**config.mk**
```make
export PLATFORM = sky130hd
export DESIGN_NAME = sfc_ctrl
export DESIGN_NICKNAME = d
export VERILOG_FILES = /design/src/design/sfc_ctrl.v
export VERILOG_INCLUDE_DIRS = /design/src /design/src/design
export SDC_FILE = /design/constraint.sdc
export NUM_CORES = 1
export LEC_CHECK = 0
export ABC_AREA = 1
export BUFFER_PORTS_ARGS = -buffer_cell sky130_fd_sc_hd__buf_2
export CORE_MARGIN = 8
export CORE_UTILIZATION = 33
export CTS_CLUSTER_SIZE = 14
export DETAILED_ROUTE_END_ITERATION = 6
export HOLD_SLACK_MARGIN = 0.08
export PLACE_DENSITY = 0.56
export SKIP_LAST_GASP = 1
export SLEW_MARGIN = 20
export SYNTH_ARGS = -nofsm -noshare
export SYNTH_HDL_FRONTEND = slang
export SYNTH_SLANG_ARGS = --single-unit
```
**constraint.sdc**
```tcl
create_clock -name clock_i -period 15 [get_ports clock_i]
set_input_delay 4.5 -clock clock_i [delete_from_list [all_inputs] [get_ports clock_i]]
set_output_delay 4.5 -clock clock_i [all_outputs]
set_load 0.02 [all_outputs]
```
**src/design/sfc_map.vh**
```
// constants of the serial flash command controller: apb offsets, fields, opcodes, timing
// assumes a 20 MHz system clock and one single-line flash on the link
`ifndef SFC_MAP_VH
`define SFC_MAP_VH
// apb register byte offsets
`define SFC_OFS_CTRL      8'h00
`define SFC_OFS_ADDR      8'h04
`define SFC_OFS_CFG       8'h08
`define SFC_OFS_STATUS    8'h0C
`define SFC_OFS_TX0       8'h10
`define SFC_OFS_TX1       8'h14
`define SFC_OFS_RX0       8'h18
`define SFC_OFS_RX1       8'h1C
// field positions
`define SFC_CTRL_OP_LSB   0
`define SFC_CTRL_RXN_LSB  8
`define SFC_CTRL_TXN_LSB  12
`define SFC_CTRL_MODE_BIT 16
`define SFC_CTRL_GO_BIT   31
`define SFC_CFG_DUM_LSB   0
`define SFC_CFG_EXT_BIT   8
`define SFC_ST_BUSY_BIT   0
`define SFC_ST_DONE_BIT   1
// reset values and the mode byte
`define SFC_RST_DUMMY     4'h8
`define SFC_RST_EXT       1'b0
`define SFC_MODE_BYTE     8'hA0
// opcodes
`define SFC_OP_NREAD      8'h03
`define SFC_OP_NREAD4     8'h13
`define SFC_OP_FREAD      8'h0B
`define SFC_OP_FREAD4     8'h0C
`define SFC_OP_ENTER4     8'hB7
`define SFC_OP_EXIT4      8'h29
`define SFC_OP_DYN_RD     8'hFA
`define SFC_OP_DYN_WR     8'hFB
`define SFC_OP_DYN_RD4    8'hE0
`define SFC_OP_DYN_WR4    8'hE1
`define SFC_OP_PER_RD     8'hFC
`define SFC_OP_PER_RD4    8'hE2
`define SFC_OP_PER_PG     8'hFD
`define SFC_OP_PER_PG4    8'hE3
// timing: serial clock half period in system cycles
`define SFC_CLK_PERIOD_NS 50
`define SFC_SCK_MIN_NS    400
`define SFC_HALF_CYC      (`SFC_SCK_MIN_NS / (2 * `SFC_CLK_PERIOD_NS))
`endif

```
**src/design/sfc_ctrl.v**
```verilog
// serial flash host controller: apb register slave and single-line command engine
// assumes an spi mode 0 flash; miso is asynchronous and is synchronised here
`timescale 1ns/100ps
`default_nettype none
`include "sfc_map.vh"

module sfc_ctrl (
    // clock and reset
    input  wire        clock_i,
    input  wire        resetn_i,
    // apb slave
    input  wire        psel_i,
    input  wire        penable_i,
    input  wire        pwrite_i,
    input  wire [7:0]  paddr_i,
    input  wire [31:0] pwdata_i,
    output reg  [31:0] prdata_o,
    output reg         pready_o,
    output reg         pslverr_o,
    // flash link
    output reg         flash_cs_n_o,
    output reg         flash_sck_o,
    output reg         flash_mosi_o,
    input  wire        flash_miso_i
);

    // ****************************************
    // local constants
    // ****************************************
    localparam [31:0] HALF_W  = `SFC_HALF_CYC;
    localparam [31:0] PH_W    = 2 * `SFC_HALF_CYC - 1;
    localparam [7:0] HALF     = HALF_W[7:0];
    localparam [7:0] PH_LAST  = PH_W[7:0];
    localparam [1:0] ST_IDLE  = 2'd0;
    localparam [1:0] ST_BIT   = 2'd1;
    localparam [1:0] ST_HOLD  = 2'd2;
    localparam [1:0] SEG_HDR  = 2'd0;
    localparam [1:0] SEG_DUM  = 2'd1;
    localparam [1:0] SEG_TX   = 2'd2;
    localparam [1:0] SEG_RX   = 2'd3;

    // ****************************************
    // reset release and input sync
    // ****************************************
    reg rst_s1_q;
    reg rst_n_q;
    reg miso_s1_q;
    reg miso_s2_q;

    always @(posedge clock_i or negedge resetn_i) begin
        if (!resetn_i) begin
            rst_s1_q <= 1'b0;
            rst_n_q  <= 1'b0;
        end else begin
            rst_s1_q <= 1'b1;
            rst_n_q  <= rst_s1_q;
        end
    end

    always @(posedge clock_i or negedge rst_n_q) begin
        if (!rst_n_q) begin
            miso_s1_q <= 1'b0;
            miso_s2_q <= 1'b0;
        end else begin
            miso_s1_q <= flash_miso_i;
            miso_s2_q <= miso_s1_q;
        end
    end

    // ****************************************
    // state
    // ****************************************
    reg [7:0]  op_q;
    reg [3:0]  rxn_q;
    reg [3:0]  txn_q;
    reg        mode_en_q;
    reg [31:0] addr_q;
    reg [3:0]  dummy_q;
    reg        ext_q;
    reg        done_q;
    reg [31:0] tx0_q;
    reg [31:0] tx1_q;
    reg [1:0]  state_q;
    reg [1:0]  seg_q;
    reg [6:0]  bitcnt_q;
    reg [7:0]  ph_q;
    reg [39:0] hdr_sh_q;
    reg [7:0]  dum_sh_q;
    reg [63:0] tx_sh_q;
    reg [63:0] rx_sh_q;
    reg [3:0]  dum_n_q;
    reg [6:0]  tx_bits_q;
    reg [6:0]  rx_bits_q;

    // ****************************************
    // address length per opcode
    // ****************************************
    function [2:0] addr_len;
        input [7:0] op;
        input       ext;
        begin
            case (op)
                `SFC_OP_NREAD,
                `SFC_OP_FREAD,
                `SFC_OP_DYN_RD, `SFC_OP_DYN_WR,
                `SFC_OP_PER_RD, `SFC_OP_PER_PG:
                    addr_len = ext ? 3'd4 : 3'd3;
                `SFC_OP_NREAD4, `SFC_OP_FREAD4,
                `SFC_OP_DYN_RD4, `SFC_OP_DYN_WR4,
                `SFC_OP_PER_RD4, `SFC_OP_PER_PG4:
                    addr_len = 3'd4;
                // byte-only commands: lengths from tx/rx counts
                default: addr_len = 3'd0;
            endcase
        end
    endfunction

    wire [2:0]  go_alen = addr_len(pwdata_i[7:0], ext_q);
    wire        go_fast = (pwdata_i[7:0] == `SFC_OP_FREAD) ||
                          (pwdata_i[7:0] == `SFC_OP_FREAD4);
    wire [39:0] go_hdr  = (go_alen == 3'd4) ? {pwdata_i[7:0], addr_q} :
                          {pwdata_i[7:0], addr_q[23:0], 8'h00};

    // ****************************************
    // apb decode
    // ****************************************
    wire acc_en   = psel_i & penable_i & ~pready_o;
    wire acc_done = psel_i & penable_i & pready_o;
    wire wr_en    = acc_done & pwrite_i;
    wire mapped   = (paddr_i[1:0] == 2'b00) && (paddr_i[7:5] == 3'b000);
    wire go       = wr_en && (paddr_i == `SFC_OFS_CTRL) &&
                    pwdata_i[`SFC_CTRL_GO_BIT] && (state_q == ST_IDLE);
    wire finish   = (state_q == ST_HOLD) && (ph_q == HALF - 8'd1);

    reg [31:0] rd_mux;
    always @* begin
        case (paddr_i)
            `SFC_OFS_CTRL:   rd_mux = {15'h0000, mode_en_q, txn_q, rxn_q, op_q};
            `SFC_OFS_ADDR:   rd_mux = addr_q;
            `SFC_OFS_CFG:    rd_mux = {23'h000000, ext_q, 4'h0, dummy_q};
            `SFC_OFS_STATUS: rd_mux = {30'h00000000, done_q, state_q != ST_IDLE};
            `SFC_OFS_TX0:    rd_mux = tx0_q;
            `SFC_OFS_TX1:    rd_mux = tx1_q;
            `SFC_OFS_RX0:    rd_mux = rx_sh_q[31:0];
            `SFC_OFS_RX1:    rd_mux = rx_sh_q[63:32];
            default:         rd_mux = 32'h00000000;
        endcase
    end

    always @(posedge clock_i or negedge rst_n_q) begin
        if (!rst_n_q) begin
            prdata_o  <= 32'h00000000;
            pready_o  <= 1'b0;
            pslverr_o <= 1'b0;
        end else begin
            pready_o  <= acc_en;
            pslverr_o <= acc_en & ~mapped;
            if (acc_en) begin
                prdata_o <= rd_mux;
            end
        end
    end

    // ****************************************
    // next segment after the current one ends
    // ****************************************
    reg [1:0] nxt_seg;
    reg [6:0] nxt_cnt;
    reg       nxt_end;
    always @* begin
        nxt_seg = SEG_RX;
        nxt_cnt = rx_bits_q;
        nxt_end = 1'b0;
        if ((seg_q == SEG_HDR) && (dum_n_q != 4'h0)) begin
            nxt_seg = SEG_DUM;
            nxt_cnt = {3'b000, dum_n_q};
        end else if ((seg_q != SEG_TX) && (seg_q != SEG_RX) && (tx_bits_q != 7'd0)) begin
            nxt_seg = SEG_TX;
            nxt_cnt = tx_bits_q;
        end else if ((seg_q == SEG_RX) || (rx_bits_q == 7'd0)) begin
            nxt_end = 1'b1;
        end
    end

    // ****************************************
    // registers and command engine
    // ****************************************
    always @(posedge clock_i or negedge rst_n_q) begin
        if (!rst_n_q) begin
            op_q         <= 8'h00;
            rxn_q        <= 4'h0;
            txn_q        <= 4'h0;
            mode_en_q    <= 1'b0;
            addr_q       <= 32'h00000000;
            dummy_q      <= `SFC_RST_DUMMY;
            ext_q        <= `SFC_RST_EXT;
            done_q       <= 1'b0;
            tx0_q        <= 32'h00000000;
            tx1_q        <= 32'h00000000;
            state_q      <= ST_IDLE;
            seg_q        <= SEG_HDR;
            bitcnt_q     <= 7'd0;
            ph_q         <= 8'h00;
            hdr_sh_q     <= 40'h0000000000;
            dum_sh_q     <= 8'h00;
            tx_sh_q      <= 64'h0000000000000000;
            rx_sh_q      <= 64'h0000000000000000;
            dum_n_q      <= 4'h0;
            tx_bits_q    <= 7'd0;
            rx_bits_q    <= 7'd0;
            flash_cs_n_o <= 1'b1;
            flash_sck_o  <= 1'b0;
            flash_mosi_o <= 1'b0;
        end else begin
            if (wr_en && (paddr_i == `SFC_OFS_ADDR)) begin
                addr_q <= pwdata_i;
            end
            if (wr_en && (paddr_i == `SFC_OFS_CFG)) begin
                dummy_q <= pwdata_i[`SFC_CFG_DUM_LSB +: 4];
                ext_q   <= pwdata_i[`SFC_CFG_EXT_BIT];
            end
            if (wr_en && (paddr_i == `SFC_OFS_TX0)) begin
                tx0_q <= pwdata_i;
            end
            if (wr_en && (paddr_i == `SFC_OFS_TX1)) begin
                tx1_q <= pwdata_i;
            end
            // done is sticky; a finish in the clearing cycle wins
            if (finish) begin
                done_q <= 1'b1;
            end else if (wr_en && (paddr_i == `SFC_OFS_STATUS) &&
                         pwdata_i[`SFC_ST_DONE_BIT]) begin
                done_q <= 1'b0;
            end
            if (go) begin
                op_q      <= pwdata_i[`SFC_CTRL_OP_LSB +: 8];
                rxn_q     <= pwdata_i[`SFC_CTRL_RXN_LSB +: 4];
                txn_q     <= pwdata_i[`SFC_CTRL_TXN_LSB +: 4];
                mode_en_q <= pwdata_i[`SFC_CTRL_MODE_BIT];
                hdr_sh_q  <= go_hdr;
                dum_sh_q  <= pwdata_i[`SFC_CTRL_MODE_BIT] ? `SFC_MODE_BYTE : 8'h00;
                tx_sh_q   <= {tx0_q, tx1_q};
                dum_n_q   <= go_fast ? dummy_q : 4'h0;
                tx_bits_q <= {pwdata_i[`SFC_CTRL_TXN_LSB +: 4], 3'b000};
                rx_bits_q <= {pwdata_i[`SFC_CTRL_RXN_LSB +: 4], 3'b000};
                seg_q     <= SEG_HDR;
                bitcnt_q  <= {1'b0, go_alen, 3'b000} + 7'd8;
                ph_q      <= 8'h00;
                state_q   <= ST_BIT;
                flash_cs_n_o <= 1'b0;
            end
            case (state_q)
                ST_IDLE: begin
                    flash_sck_o <= 1'b0;
                end
                ST_BIT: begin
                    ph_q <= (ph_q == PH_LAST) ? 8'h00 : ph_q + 8'd1;
                    // drive on the low half, device samples on the rise
                    if (ph_q == 8'h00) begin
                        case (seg_q)
                            SEG_HDR: flash_mosi_o <= hdr_sh_q[39];
                            SEG_DUM: flash_mosi_o <= dum_sh_q[7];
                            SEG_TX:  flash_mosi_o <= tx_sh_q[63];
                            default: flash_mosi_o <= 1'b0;
                        endcase
                    end
                    if (ph_q == HALF - 8'd1) begin
                        flash_sck_o <= 1'b1;
                    end
                    // sample late in the high half, after the device's falling-edge drive
                    if (ph_q == PH_LAST) begin
                        flash_sck_o <= 1'b0;
                        case (seg_q)
                            SEG_HDR: hdr_sh_q <= {hdr_sh_q[38:0], 1'b0};
                            SEG_DUM: dum_sh_q <= {dum_sh_q[6:0], 1'b0};
                            SEG_TX:  tx_sh_q  <= {tx_sh_q[62:0], 1'b0};
                            default: rx_sh_q  <= {rx_sh_q[62:0], miso_s2_q};
                        endcase
                        if (bitcnt_q == 7'd1) begin
                            seg_q    <= nxt_seg;
                            bitcnt_q <= nxt_cnt;
                            if (nxt_end) begin
                                state_q <= ST_HOLD;
                            end
                        end else begin
                            bitcnt_q <= bitcnt_q - 7'd1;
                        end
                    end
                end
                ST_HOLD: begin
                    ph_q <= ph_q + 8'd1;
                    if (finish) begin
                        flash_cs_n_o <= 1'b1;
                        state_q      <= ST_IDLE;
                        if (op_q == `SFC_OP_ENTER4) begin
                            ext_q <= 1'b1;
                        end else if (op_q == `SFC_OP_EXIT4) begin
                            ext_q <= 1'b0;
                        end
                    end
                end
                default: begin
                    state_q <= ST_IDLE;
                end
            endcase
        end
    end

endmodule // sfc_ctrl

`default_nettype wire

```
==> flow_summary_export.csv, run 1 <==
group,metric,value,unit
clock_tree,h-tree-depth,2,
clock_tree,ctsResizeCount,0,
clock_tree,hold_buffers,0,
critical_path,cp.required,15.48,ns
clock_tree,cts_root_buf,"clkbuf_16",
logic_synthesis,synth_fa_ha_area_share,0.667,%
critical_path,end_kind,"flip-flop",
sta,rsz0062_at_grt,"no",
critical_path,worst-endpoint-arrival,7.71,ns
outcome,status,"finished, final reports clean",
critical_path,path_buf_inv,4,
clock_tree,cts_num_sinks,359,
sta,finalCritPeriodShare,48.2,%
sta,fin_setup_tns,0,ns
critical_path,crit_family,"buffers and inverters",
die,core,51000,sq um
min_path,whs_path_depth,0,
placed_design,pre_cts_slack,7.24,ns
placed_design,dp_hpwl,34500,um
clock_tree,numCtsBuffers,42,
placed_design,gp_congestion,0.896,
sta,hold_violations,0,
logic_synthesis,syn_area_per_cell,8.08,sq um
min_path,min_from,"rst_s1_q",
sta,min_period,7.23,ns
critical_path,crit_path_max_fanout,88,
detailed_routing,wl_per_cell,18.3,um
detailed_routing,drt-total-wl,51700,um
logic_synthesis,synth_mux_area_share,3.20,%
critical_path,cpMostUsedCell,"nand2_1",
die,initial_utilization,33.1,%
critical_path,worst-setup-path-type,"in -> reg",
logic_synthesis,synth-simple-area-share,22.9,%
sta,max_slew_margin,24.4,%
clock_tree,clk_latency,0.58,ns
global_route,grt_pass1_wl,82600,um
detailed_routing,antenna_left,0,
global_route,grt_pass1_vias,14300,
clock_tree,path_clk_slew,0.06,ns
pwr,finalPower,0.00203,W
final_layout,multi_input_area,6670,sq um
detailed_routing,drt-initial-drc-count,1332,
final_layout,area_growth,13.6,%
sta,skew,0.0256,ns
sta,setup_viol,0,
critical_path,slowest_stage,"buf_4",
logic_synthesis,ys_types,40,
global_route,grt_max_degree,91,
critical_path,cpPeakStageDelay,0.79,ns
critical_path,r2r_end,"tx_sh_q[15]",
logic_synthesis,synth-compound-area-share,12.3,%
sta,tightest_slew,1.13,ns
detailed_routing,drc,0,
sta,fin_ws,7.77,ns
detailed_routing,vias,14400,
critical_path,rrSetupSlack,11.58,ns
critical_path,worstPathCellList,"buf_2 > nor2_1 > nand2_1 > nor2_2 > nand2_1 > inv_2 > nand2_4 > clkinv_2 > buf_4 > o21ai_0 > o21ai_1",
placed_design,post_dp_cell_area,17900,sq um
critical_path,r2r.worst_path.cells,9,
final_layout,final_nets,2180,
global_route,gr-total-overflow,0,
pwr,powerDensity,106,nW/um^2
detailed_routing,routed_via_density,5.07,
pwr,power_leakage,9.58,nW
pwr,peakVddDrop,0.0000761,V
logic_synthesis,syn-cell-area,16900,sq um
die,die_h,242,um
detailed_routing,drt_first_pass_iters,7,
job,drv_cap,0,
logic_synthesis,synth_xor_area_share,0.207,%
logic_synthesis,synth_warnings,0,
logic_synthesis,yosysSeqAreaShare,53.2,%
final_layout,final_cells,2832,
final_layout,layout_common_cells,"nand2_1, dfrtp_1, o21ai_0",
final_layout,seqCellArea,8990,sq um
final_layout,design_area,19200,sq um
sta,slew_violations,0,
min_path,worstHoldEndpoint,"rst_n_q",
critical_path,r2r_start,"state_q[1]",
global_route,antenna_found_initial,0,
critical_path,critPathLaunchType,"input pin",
clock_tree,cts_tree,"done",
final_layout,layout_commonest_cell,"nand2_1",
die,ioPinCount,83,
logic_synthesis,syn_nets,2145,
min_path,min_path_type,"reg -> reg",
clock_tree,cts_setup_buffers,0,
logic_synthesis,syn_inst,2090,
sta,fmax,138,MHz
placed_design,port_buffers,82,
die,dieWidth,242,um
global_route,grt_usage,17.4,%
final_layout,fillers,5207,
placed_design,placed_cells,2761,
logic_synthesis,synth_seq_cells,359,
die,num_rows,83,
final_layout,layout-drive-gt1-share,11.2,%
logic_synthesis,synth_top_family_by_area,"simple AND/OR/NAND/NOR gates",
clock_tree,cts_buffer_depth,3,
die,die_area,58700,sq um
layer usage:
| metal | vias to the layer above | GRT usage (%) | share of wire [%] |
|---|---|---|---|
| li1 | 6804 | - | - |
| met1 | 7013 | 24.5 | 46 |
| met2 | 451 | 26.2 | 44 |
| met3 | 89 | 3.40 | 6.5 |
| met4 | 0 | 6.30 | 3.5 |
| met5 | - | 0 | 0 |
cells in the mapped netlist:
cell type | count | area, sq um
conb_1 | 1 | 3.75
a21oi_1 | 44 | 220
nand4_2 | 1 | 12.5
inv_2 | 4 | 15.0
ha_1 | 9 | 113
a31oi_1 | 1 | 6.26
nand3b_1 | 1 | 7.51
o22ai_1 | 27 | 169
nor4_1 | 5 | 31.3
nor3_4 | 1 | 16.3
nor3_1 | 6 | 30.0
clkinv_1 | 2 | 7.51
nand3_1 | 176 | 881
xnor2_1 | 2 | 17.5
nand3_2 | 1 | 10.0
o211ai_1 | 1 | 7.51
nor2_2 | 4 | 25.0
buf_4 | 5 | 37.5
o2111ai_1 | 2 | 17.5
buf_6 | 1 | 11.3
mux2_2 | 48 | 541
inv_1 | 206 | 773
buf_1 | 2 | 7.51
nand2_2 | 6 | 37.5
o221ai_1 | 1 | 8.76
nor2_1 | 160 | 601
clkbuf_1 | 74 | 278
xor2_1 | 2 | 17.5
buf_2 | 29 | 145
nand2_1 | 572 | 2150
o31ai_1 | 2 | 15.0
o21ai_0 | 263 | 1320
nor2_4 | 1 | 11.3
dfrtp_1 | 357 | 8930
dfstp_2 | 2 | 52.6
and2_1 | 2 | 12.5
o21ai_1 | 61 | 305
or2_2 | 1 | 6.26
nand4_1 | 6 | 37.5
a221oi_1 | 1 | 8.76
flip-flops by register name (all words and copies together), names as in the netlist, 32 cells and up:
register and count:
prdata_o 32, tx0_q 32, rx_sh_q 64, tx1_q 32
hdr_sh_q 40, tx_sh_q 64, addr_q 32
cell type report:
type	count	share of cell area, %
Antenna cell	1	0.0130
Clock buffer	58	6.31
Clock inverter	12	0.548
Inverter	212	4.15
Multi-Input combinational cell	1408	34.7
Sequential cell	359	46.9
Tap cell	680	4.43
Timing Repair Buffer	102	2.94
worst reg2reg max path: stages, from the launching register on:
cell and delay (ns):
dfrtp_1 0.42, inv_1 0.10, ha_1 0.23, inv_1 0.13, nor3_1 0.31, nand2_4 0.40
clkinv_2 0.48, buf_4 0.79, o21ai_0 0.29, o21ai_1 0.17
how the worst max path moves through the flow:
stage / from / to / cells after the start
final: paddr_i[5] / tx_sh_q[15] / 11
after global routing: paddr_i[5] / tx_sh_q[15] / 11
after CTS: paddr_i[5] / dum_sh_q[7] / 13
after global placement: paddr_i[5] / dum_sh_q[7] / 13
after floorplan: rst_n_q / addr_q[0] / 0
after detailed placement: paddr_i[5] / dum_sh_q[5] / 13
per-stage QoR:
stage / util, % / hold WS (ns)
final: 37.6 / 0.345
after global routing: 37.6 / 0.360
after CTS: 37.6 / 0.350
after detailed placement: 35.0 / 0.339
after global placement: 35.0 / 0.334
after floorplan: - / 0.331
power breakdown:
| group | total [W] | internal [W] | switching, W | leakage, nW |
|---|---|---|---|---|
| registers | 0.000981 | 0.000974 | 0.00000721 | 4.36 |
| clock network | 0.000987 | 0.000567 | 0.000421 | 0.659 |
| logic | 0.0000567 | 0.0000128 | 0.0000439 | 4.56 |
kinds of logic (layout without fill, tap and decap cells):
family	after synthesis	count (layout)
flops	359	359
buf+inv	323	384
mux	48	48
compound gates	403	403
xor+xnor	4	4
fa+ha+maj	9	9
other cells	1	2
simple gates	943	943
(Power assumes the default switching activity.)
==> inputs of run 2 (changes only) <==
Clock period 15 ns to 6.8 ns, I/O delays scaled along.
==> run 2 against run 1 <==
Against the previous run:
- die area unchanged
- critical path type unchanged
- sequential power up 120%
- largest cell class unchanged
- via count up 0.23%
==> flow_summary_export.csv, run 2 (synthesis gave the netlist of run 1 again) <==
group,metric,value,unit
pwr,finalPower,0.00452,W
detailed_routing,routed_via_density,5.06,
clock_tree,h-tree-depth,2,
critical_path,worstPathCellList,"buf_2 > nor2_1 > nand2_1 > nor2_2 > nand2_1 > inv_2 > nand2_4 > clkinv_2 > buf_12 > o21ai_0 > o21ai_0",
critical_path,end_kind,"flip-flop",
global_route,grt_max_degree,156,
placed_design,dp_hpwl,35200,um
critical_path,worst-endpoint-arrival,5.16,ns
sta,min_period,4.74,ns
sta,skew,0.0194,ns
detailed_routing,drt-initial-drc-count,1175,
outcome,status,"finished, final reports clean",
global_route,gr-total-overflow,0,
final_layout,seqCellArea,8990,sq um
critical_path,cp.required,7.22,ns
placed_design,placed_cells,2762,
sta,fin_ws,2.06,ns
clock_tree,path_clk_slew,0.06,ns
placed_design,pre_cts_slack,1.60,ns
final_layout,final_cells,2842,
final_layout,multi_input_area,6670,sq um
detailed_routing,wl_per_cell,18.5,um
die,ioPinCount,83,
clock_tree,cts_root_buf,"clkbuf_16",
final_layout,fillers,5251,
clock_tree,ctsResizeCount,0,
clock_tree,cts_tree,"done",
global_route,grt_pass1_wl,83200,um
die,dieWidth,242,um
global_route,grt_pass1_vias,14100,
detailed_routing,drt_first_pass_iters,5,
clock_tree,cts_setup_buffers,0,
clock_tree,numCtsBuffers,42,
final_layout,final_nets,2182,
critical_path,critPathLaunchType,"input pin",
pwr,power_leakage,9.62,nW
die,die_area,58700,sq um
sta,tightest_slew,1.01,ns
sta,max_slew_margin,32.4,%
die,initial_utilization,33.1,%
final_layout,layout_commonest_cell,"nand2_1",
final_layout,layout_common_cells,"nand2_1, dfrtp_1, o21ai_0",
critical_path,crit_path_max_fanout,76,
clock_tree,cts_num_sinks,359,
placed_design,port_buffers,82,
global_route,antenna_found_initial,0,
sta,fin_setup_tns,0,ns
min_path,min_path_type,"reg -> async",
critical_path,worst-setup-path-type,"in -> reg",
detailed_routing,antenna_left,0,
sta,hold_violations,0,
sta,setup_viol,0,
critical_path,cpPeakStageDelay,0.71,ns
die,num_rows,83,
clock_tree,cts_buffer_depth,3,
clock_tree,hold_buffers,0,
critical_path,slowest_stage,"nand2_4",
placed_design,gp_congestion,0.861,
sta,slew_violations,0,
sta,fmax,211,MHz
clock_tree,clk_latency,0.58,ns
sta,finalCritPeriodShare,69.6,%
final_layout,area_growth,14.1,%
pwr,peakVddDrop,0.000163,V
pwr,powerDensity,234,nW/um^2
job,drv_cap,0,
final_layout,reg_top3,"rx_sh_q (64), tx_sh_q (64), hdr_sh_q (40)",
detailed_routing,vias,14400,
die,core,51000,sq um
global_route,grt_usage,17.6,%
final_layout,layout-drive-gt1-share,11.3,%
die,die_h,242,um
detailed_routing,drt-total-wl,52500,um
detailed_routing,drc,0,
sta,rsz0062_at_grt,"no",
## run 2: cell count changes in the layout (fill, tap and decap cells not counted), sizes merged
cell	previous run	this run
clkbuf	58	68
buf	102	104
clkinv	12	10
## run 2: through the flow
stage	instance area [sq um]	hold slack, ns	utilization [%]
after floorplan	16900	0.331	-
after detailed placement	17900	0.338	35.1
final	19300	0.263	37.8
after global routing	19300	0.312	37.8
after CTS	19200	0.353	37.7
after global placement	17900	0.336	35.1
## run 2: worst paths after layout
check | cells past startpoint | from | slack (ns) | endpoint
max | 11 | paddr_i[5] | 2.06 | dum_n_q[3]
min | 0 | rst_n_q | 0.26 | addr_q[19]
max reg2reg | 9 | state_q[1] | 3.54 | dum_n_q[3]
min reg2reg | 0 | rst_n_q | 0.26 | addr_q[19]
max in group asynchronous | 2 | rst_n_q | 4.95 | dum_sh_q[3]
min in group clock_i | 0 | rst_s1_q | 0.35 | rst_n_q
## run 2: power breakdown
group	switching [W]	internal, W	leakage [nW]
sequential	0.0000109	0.00215	4.36
clock	0.000934	0.00129	0.671
combinational	0.000103	0.0000300	4.59
total	0.00105	0.00347	9.62
## run 2: worst max-delay path, delay by kind of cell
family	cells	cell delay (ns)
AO/OA/AOI/OAI	2	0.38
AND/OR/NAND/NOR	5	1.41
buffers and inverters	4	1.26
## run 2: metal layers
metal	track usage [%]	vias to the layer above	part of all wire (%)
li1	-	6815	-
met2	26.9	439	45
met5	0	-	0
met3	3.65	87	6.8
met1	24.2	7049	45
met4	7.08	0	3.7
## run 2: cell type report
cell class / count / share of cell area, %
multi-input combinational: 1408 / 34.6
clock buffer: 68 / 6.63
antenna: 1 / 0.0130
sequential: 359 / 46.6
inverter: 212 / 4.13
clock inverter: 10 / 0.396
tap: 680 / 4.41
timing repair buffer: 104 / 3.22
